<file path="config.mk">
export PLATFORM = sky130hd
export DESIGN_NAME = pse_detect_fault_remap_regs
export DESIGN_NICKNAME = d
export VERILOG_FILES = /design/src/hdl/pse_regs_pkg.sv /design/src/hdl/fault_code_store.sv /design/src/hdl/pse_detect_fault_remap_regs.sv
export SDC_FILE = /design/constraint.sdc
export NUM_CORES = 1
export LEC_CHECK = 0
export BUFFER_PORTS_ARGS = -buffer_cell sky130_fd_sc_hd__clkbuf_2
export CAP_MARGIN = 30
export CORE_ASPECT_RATIO = 1.2
export CORE_MARGIN = 5
export CORE_UTILIZATION = 24
export DETAILED_ROUTE_END_ITERATION = 8
export GPL_ROUTABILITY_DRIVEN = 0
export PLACE_DENSITY = 0.6
export RECOVER_POWER = 100
export SYNTH_ARGS = -nofsm -noshare
export SYNTH_HDL_FRONTEND = slang
export SYNTH_HIERARCHICAL = 1
export SYNTH_SLANG_ARGS = --single-unit
export TNS_END_PERCENT = 50
</file>
<file path="constraint.sdc">
create_clock -name clk -period 1.9 [get_ports clk]
set_clock_uncertainty 0.2 [all_clocks]
set_input_delay 0.095 -clock clk [delete_from_list [all_inputs] [get_ports clk]]
set_output_delay 0.095 -clock clk [all_outputs]
set_load 0.05 [all_outputs]
</file>
<file path="src/hdl/pse_regs_pkg.sv">
// Package for the detection, power-on fault and channel map registers.
// Assumes a byte-wide command interface already decoded from the host link.
package pse_regs_pkg;
	localparam logic [7:0] CMD_CAP_DETECT = 8'h22;
	localparam logic [7:0] CMD_FAULT_READ = 8'h24;
	localparam logic [7:0] CMD_FAULT_CLEAR = 8'h25;
	localparam logic [7:0] CMD_CHANNEL_MAP = 8'h26;
	localparam logic [7:0] CAP_DETECT_RESET = 8'h00;
	localparam logic [7:0] CAP_DETECT_MASK = 8'h55;
	localparam logic [7:0] FAULT_RESET = 8'h00;
	localparam logic [7:0] CHANNEL_MAP_RESET = 8'hE4;
	localparam logic [1:0] FAULT_NONE = 2'h0;
	localparam logic [1:0] FAULT_INVALID_DET = 2'h1;
	localparam logic [1:0] FAULT_CLASS_ERR = 2'h2;
	localparam logic [1:0] FAULT_NO_POWER = 2'h3;
	localparam int CHANNELS = 4;

	// One register access from the host command decoder.
	typedef struct packed {
		logic write;
		logic read;
		logic [7:0] command;
		logic [7:0] data;
	} reg_access_s;

	// Per-channel status from the power management core.
	typedef struct packed {
		logic [3:0] diag_mode;
		logic [3:0] off_mode;
		logic [3:0] res_valid;
		logic [3:0] power_enable_status;
		logic [3:0] turned_off;
		logic [3:0] start_fault;
		logic [7:0] fault_cause;
		logic [3:0] alloc_denied;
		logic [1:0] four_pair;
		logic [1:0] single_sig;
		logic [3:0] cap_done;
	} chan_status_s;
endpackage

</file>
<file path="src/hdl/fault_code_store.sv">
// Small register store for the four two-bit power-on fault codes.
// Assumes the caller resolves set and clear requests into per-channel strobes.
`timescale 1ns/1ps
`default_nettype none
module fault_code_store
	import pse_regs_pkg::*;
(
	input wire logic clk,
	input wire logic rst_n,
	input wire logic [3:0] load,
	input wire logic [7:0] load_code,
	input wire logic [3:0] clear,
	output logic [7:0] codes
);
	// Loading beats clearing so a fault caught during a clearing read stays.
	genvar i;
	generate
		for (i = 0; i < CHANNELS; i++) begin : g_ch
			always_ff @(posedge clk) begin
				if (!rst_n) begin
					codes[2*i+:2] <= FAULT_RESET[2*i+:2];
				end else if (load[i]) begin
					codes[2*i+:2] <= load_code[2*i+:2];
				end else if (clear[i]) begin
					codes[2*i+:2] <= FAULT_NONE;
				end
			end
		end
	endgenerate
endmodule
`default_nettype wire

</file>
<file path="src/hdl/pse_detect_fault_remap_regs.sv">
// Command registers for capacitance detection, power-on faults and remap.
// Assumes the host command decoder issues one-cycle read and write strobes.
`timescale 1ns/1ps
`default_nettype none
module pse_detect_fault_remap_regs
	import pse_regs_pkg::*;
(
	input wire logic clk,
	input wire logic rst_n,
	input wire reg_access_s access,
	input wire chan_status_s status,
	output logic [7:0] read_data,
	output logic read_valid,
	output logic [3:0] cap_measure_enable,
	output logic [3:0] detection_complete_event,
	output logic [7:0] channel_map
);
	// Register state and the stored fault codes.
	logic [7:0] cap_detect_enable_n;
	logic [7:0] power_on_fault_codes;

	// True when the given strobe carries the given command code.
	function automatic logic cmd_hit(input logic strobe,
		input logic [7:0] command, input logic [7:0] code);
		cmd_hit = strobe && command == code;
	endfunction

	// A channel records a fault on an unpowered start fault or a denial.
	function automatic logic fault_event(input logic start_fault,
		input logic powered, input logic denied);
		fault_event = (start_fault && !powered) || denied;
	endfunction

	// Fault code offered by one channel; a denial overrides the cause.
	function automatic logic [1:0] offered_code(input logic denied,
		input logic [1:0] cause);
		if (denied) begin
			offered_code = FAULT_NO_POWER;
		end else begin
			offered_code = cause;
		end
	endfunction

	// Code shared by a single-signature pair; the higher channel of the pair wins a tie.
	function automatic logic [1:0] pair_code(input logic [1:0] pair_load,
		input logic [3:0] pair_codes);
		if (pair_load[1]) begin
			pair_code = pair_codes[3:2];
		end else begin
			pair_code = pair_codes[1:0];
		end
	endfunction

	// Measurement is allowed only in diagnostic mode with no valid result.
	function automatic logic cap_allowed(input logic enabled,
		input logic diag, input logic res_ok);
		if (!diag) begin
			cap_allowed = 1'b0;
		end else if (res_ok) begin
			cap_allowed = 1'b0;
		end else begin
			cap_allowed = enabled;
		end
	endfunction

	// Read selection; the write-only enables and unknown codes read zero.
	function automatic logic [7:0] read_select(input logic [7:0] code,
		input logic [7:0] faults, input logic [7:0] map);
		case (code)
			CMD_FAULT_READ: begin
				read_select = faults;
			end
			CMD_FAULT_CLEAR: begin
				read_select = faults;
			end
			CMD_CHANNEL_MAP: begin
				read_select = map;
			end
			CMD_CAP_DETECT: begin
				read_select = 8'h00;
			end
			default: begin
				read_select = 8'h00;
			end
		endcase
	endfunction

	// Command decode; each strobe meets the same code compare.
	wire [7:0] cmd = access.command;
	wire wr_cap = cmd_hit(access.write, cmd, CMD_CAP_DETECT);
	wire wr_map = cmd_hit(access.write, cmd, CMD_CHANNEL_MAP);
	wire rd_clear = cmd_hit(access.read, cmd, CMD_FAULT_CLEAR);

	// A map write lands only while the whole channel group is off.
	wire group_off = &status.off_mode;
	wire map_accept = wr_map && group_off;

	// Fault capture per channel; a single-signature pair shares one code.
	logic [3:0] raw_load;
	logic [7:0] raw_code;
	logic [3:0] load;
	logic [7:0] load_code;
	genvar i;
	generate
		// Each channel offers a fault event and its code.
		for (i = 0; i < CHANNELS; i++) begin : g_fault
			assign raw_load[i] = fault_event(status.start_fault[i],
				status.power_enable_status[i],
				status.alloc_denied[i]);
			assign raw_code[2*i+:2] = offered_code(
				status.alloc_denied[i],
				status.fault_cause[2*i+:2]);
		end
		// Channels one and two, and three and four, form four-pair ports.
		for (i = 0; i < 2; i++) begin : g_pair
			wire joint = status.four_pair[i] && status.single_sig[i];
			wire any = raw_load[2*i] | raw_load[2*i+1];
			wire [1:0] jcode = pair_code(raw_load[2*i+:2],
				raw_code[4*i+:4]);
			assign load[2*i+:2] = joint ? {any, any} :
				raw_load[2*i+:2];
			assign load_code[4*i+:4] = joint ? {jcode, jcode} :
				raw_code[4*i+:4];
		end
	endgenerate

	// Clears come from turn-off and from the clearing read.
	wire [3:0] off_clear = status.turned_off;
	wire [3:0] read_clear = {4{rd_clear}};
	wire [3:0] clear = off_clear | read_clear;

	fault_code_store u_store (
		.clk(clk),
		.rst_n(rst_n),
		.load(load),
		.load_code(load_code),
		.clear(clear),
		.codes(power_on_fault_codes)
	);

	// Read data for the strobe of this cycle.
	wire [7:0] next_read_data = access.read ?
		read_select(cmd, power_on_fault_codes, channel_map) : 8'h00;

	// Even register bits carry the per-channel enables.
	logic [3:0] cap_enable_bits;
	logic [3:0] next_cap_enable;
	generate
		for (i = 0; i < CHANNELS; i++) begin : g_cap
			assign cap_enable_bits[i] = cap_detect_enable_n[2*i];
			assign next_cap_enable[i] = cap_allowed(cap_enable_bits[i],
				status.diag_mode[i], status.res_valid[i]);
		end
	endgenerate

	// Capacitance enable register; reserved odd bits stay zero.
	always_ff @(posedge clk) begin
		if (!rst_n) begin
			cap_detect_enable_n <= CAP_DETECT_RESET;
		end else if (wr_cap) begin
			cap_detect_enable_n <= access.data & CAP_DETECT_MASK;
		end
	end

	// Channel map register; a write while any channel is on is dropped.
	always_ff @(posedge clk) begin
		if (!rst_n) begin
			channel_map <= CHANNEL_MAP_RESET;
		end else if (map_accept) begin
			channel_map <= access.data;
		end
	end

	// Read data, one cycle after the strobe.
	always_ff @(posedge clk) begin
		if (!rst_n) begin
			read_data <= 8'h00;
		end else begin
			read_data <= next_read_data;
		end
	end

	// Read answer flag, one cycle after any read strobe.
	always_ff @(posedge clk) begin
		if (!rst_n) begin
			read_valid <= 1'b0;
		end else begin
			read_valid <= access.read;
		end
	end

	// Measurement enable towards the detection engine.
	always_ff @(posedge clk) begin
		if (!rst_n) begin
			cap_measure_enable <= 4'h0;
		end else begin
			cap_measure_enable <= next_cap_enable;
		end
	end

	// Completion event, a one-cycle copy of the engine's done pulse.
	always_ff @(posedge clk) begin
		if (!rst_n) begin
			detection_complete_event <= 4'h0;
		end else begin
			detection_complete_event <= status.cap_done;
		end
	end
endmodule
`default_nettype wire

</file>
==> qor_table.md <==
| Group | Result | Value |
|:---|:---|:---|
| layout | Final layout net count | 354 |
| setup path | Worst path buffer plus inverter count | 3 |
| global routing | Remaining global-route overflow | 0 |
| floorplan | Core Box Area | 6850 um2 |
| setup path | CP Class | primary input to register |
| yosys | Largest family of logic cells by synthesized area | simple AND/OR/NAND/NOR gates |
| floorplan | Initial core utilization | 24.8% |
| timing | Final worst-path cycle share | 92.6% |
| placed design | Count of input and output buffers | 88 |
| clock tree | Total setup buffers inserted after CTS | 0 |
| setup path | Launching element type of the critical path | primary input |
| layout | Leading cell type in the layout, fill and taps excluded | clkbuf_2 |
| floorplan | Count of standard-cell rows | 33 |
| power and ir drop | Pleak | 1.10 nW |
| yosys | Sequential fraction of the synthesis area | 43.5% |
| clock tree | Worst-skew pair later-pin latency | 0.28 ns |
| clock tree | TritonCTS buffer count | 5 |
| hold path | Class of the tightest hold or removal check | primary input to register |
| global routing | Vias in the first global route | 1765 |
| drt | Total DRC errors in the routed layout | 0 |
| yosys | Mean Syn Cell Area | 9.89 um2 |
| global routing | Largest net degree at the start of global routing | 30 |
| timing | Total Negative Setup Slacks | 0 ns |
| drt | Mean routed wirelength per cell | 13.0 um |
| yosys | Synthesized cell area | 1700 um2 |
| power and ir drop | Total power | 1.66 mW |
| drt | Count of antenna-violating nets left after detailed routing | 0 |
| setup path | Ordered cell list for the critical path | dlygate4sd3_1 > clkbuf_2 > nand4b_1 > nor3b_1 > buf_4 > or2_2 > and4bb_1 > a31o_2 |
| clock tree | CTS HTree Levels | 2 |
| timing | Number of hold-slack violations in the final timing report | 0 |
| clock tree | Number of clock sinks | 37 |
| job | Max-cap violations | 0 |
| floorplan | Top-level I/O count | 89 |
| yosys | Distinct cell type count of the synthesized netlist | 30 |
| timing | Transition time at the pin with the least slew margin | 0.619 ns |
| drt | Via density per instance | 4.57 |
| drt | Number of vias after detailed routing | 1727 |
| yosys | Number of flip-flops and latches in the synthesized netlist | 37 |
| global routing | Initial antenna violation count | 0 |
| yosys | Complex-gate fraction of the synthesized area | 15.9% |
| timing | Final worst path period need | 1.76 ns |
| setup path | Dominant delay contributor by cell family on the critical path | buffers and inverters |
| yosys | Synthesis Warnings | 6 |
| setup path | Worst Path Arrival | 1.74 ns |
| global routing | First-pass GRT wire length | 8.06 mm |
| power and ir drop | Total power density per cell area | 651 nW/um2 |
| floorplan | Horizontal die dimension | 86.9 um |
| yosys | Multiplexer share of the synthesized area | 7.06% |
| timing | Pins over their slew limit | 0 |
| layout | Area of all placed cells without fillers | 2550 um2 |
| timing | Achievable clock frequency | 569 MHz |
| global routing | All-layer global routing usage | 11.3% |
| yosys | Area fraction in and, or, nand and nor cells after synthesis | 30.1% |
| floorplan | Floorplan die height | 102 um |
| clock tree | CTS tree | done |
| placed design | DP Wirelength | 3.89 mm |
| drt | Router iterations before antenna repair | 5 |
| clock tree | Clock Path Buffers | 2 |
| setup path | Element type at the critical path end | register |
| drt | Detailed-route wire length | 4.91 mm |
| yosys | Synthesized Nets | 236 |
| setup path | Req. time, crit path | 1.88 ns |
| outcome | Outcome | finished, final reports clean |
| layout | Top library cells by usage in the layout, fill and taps aside | clkbuf_2 (63), dfxtp_1 (37), clkbuf_1 (27) |
| power and ir drop | Max VDD drop | 0.000244 V |
| yosys | Number of instances in the synthesized netlist | 172 |
| layout | Total inserted antenna cells | 0 |
| clock tree | Root buf cell | clkbuf_8 |
| clock tree | Clock slew at the register clock pins of the worst setup and hold paths | 0.07 ns |
| timing | Tightest slew margin relative to the limit | 58.9% |
| timing | Setup repair after global routing missed its margin | no |
| setup path | Largest stage delay on the critical path | 0.53 ns |
| floorplan | Area of the die | 8880 um2 |
| yosys | Post-synthesis share of cell area spent on xor and xnor gates | 0% |
| setup path | Worst Path Max Fanout | 4 |
| layout | Share of cells above drive strength 1 | 29.6% |
| placed design | Cell area reported after detailed placement | 2260 um2 |
| drt | Drt initial violations | 39 |
| yosys | Adder-cell share of the synthesized area | 0% |
| layout | Area added between synthesis and finish | 49.8% |
| timing | Setup-violating endpoint count in the final report | 0 |
| setup path | Slowest CP cell | dlygate4sd3_1 |
## through the flow
| stage | instances | worst slack [ns] | util [%] | hold WS [ns] |
|---|---|---|---|---|
| 4_1_cts | 378 | 0.139 | 38.2 | 0.00206 |
| 6_report | 378 | 0.141 | 37.2 | 0.00940 |
| 3_5_place_dp | 345 | 0.146 | 33.0 | 0.0602 |
| 3_3_place_gp | 345 | 0.147 | 33.0 | 0.0573 |
| 2_1_floorplan | 172 | 0.380 | - | -0.0289 |
| 5_1_grt | 378 | 0.0207 | 37.2 | 0.0206 |
## cells in the mapped netlist
cell type,instances,share of area (%)
nor2b_1,12,4.4
nand2_1,16,3.5
nand4b_1,3,1.5
buf_6,3,2.0
nor3b_1,5,2.2
and4b_1,1,0.59
mux2i_1,12,7.1
and4_1,2,1.0
and2_1,5,1.8
o32a_1,4,2.4
and4bb_1,8,5.9
o21ai_0,4,1.2
or2_2,6,2.2
clkbuf_1,2,0.44
a31o_1,2,1.0
a22oi_1,8,3.5
and3b_1,1,0.51
nand3_1,1,0.29
inv_1,2,0.44
dfxtp_1,37,44
nor4b_4,1,1.4
a211o_1,4,2.1
nand3b_1,1,0.44
buf_1,1,0.22
a2bb2oi_1,4,2.1
buf_2,1,0.29
nor2_1,14,3.1
nor3_1,4,1.2
a31o_2,6,3.1
a21oi_1,2,0.59
## where the power goes
part	switching, mW	total (mW)	leakage [nW]	internal (mW)
registers	0.00927	0.806	0.302	0.797
clock network	0.266	0.594	0.0542	0.328
logic	0.116	0.260	0.747	0.144
## path summary, 6_finish.rpt
| check | slack (ns) | cells after the start | startpoint | end |
|---|---|---|---|---|
| worst max-delay path | 0.14 | 8 | access[16] | u_store/codes[1] |
| worst min-delay path | 0.009 | 3 | status[11] | u_store/codes[7] |
| worst max register to register | 0.55 | 3 | cap_detect_enable_n[2] | cap_measure_enable[1] |
| worst min register to register | 0.26 | 2 | cap_detect_enable_n[0] | cap_detect_enable_n[0] |
## per-layer routing
| metal | track usage (%) | share of wire (%) | vias to the layer above |
|---|---|---|---|
| met5 | 0 | 0 | - |
| met4 | 4.08 | 1.5 | 0 |
| met3 | 3.63 | 9.1 | 6 |
| met2 | 20.0 | 50 | 59 |
| met1 | 12.7 | 40 | 792 |
| li1 | - | - | 870 |
## flip-flops by register name, indices dropped and copies added, names as in the netlist
signal,cells
detection_complete_event,4
cap_detect_enable_n,4
read_valid,1
cap_measure_enable,4
u_store/codes,8
channel_map,8
read_data,8
## logic make-up after synthesis
logic type | count (synthesis)
buffers and inverters | 9
AOI/OAI and AO/OA | 34
DFF | 37
and+or+nand+nor | 80
muxes | 12
## repair_timing
| item | in CTS | in global routing |
|---|---|---|
| hold endpoints to repair | 25 | 0 |
| hold buffers | 25 | 0 |
| resized for setup | 0 | 0 |
## area by class of cell
type / instances / area (um2)
clock buffers: 7 / 96.3
clock inverters: 1 / 5.00
repair buffers: 118 / 702
well taps: 87 / 109
fillers: 731 / 4310
inverters: 2 / 7.51
flip-flops and latches: 37 / 741
multi-input cells: 126 / 888
## worst min-delay path, stage by stage
cell and delay, ns:
clkbuf_2 0.13, a211o_1 0.10, a31o_2 0.14
Power figures use the tool's default switching activity.
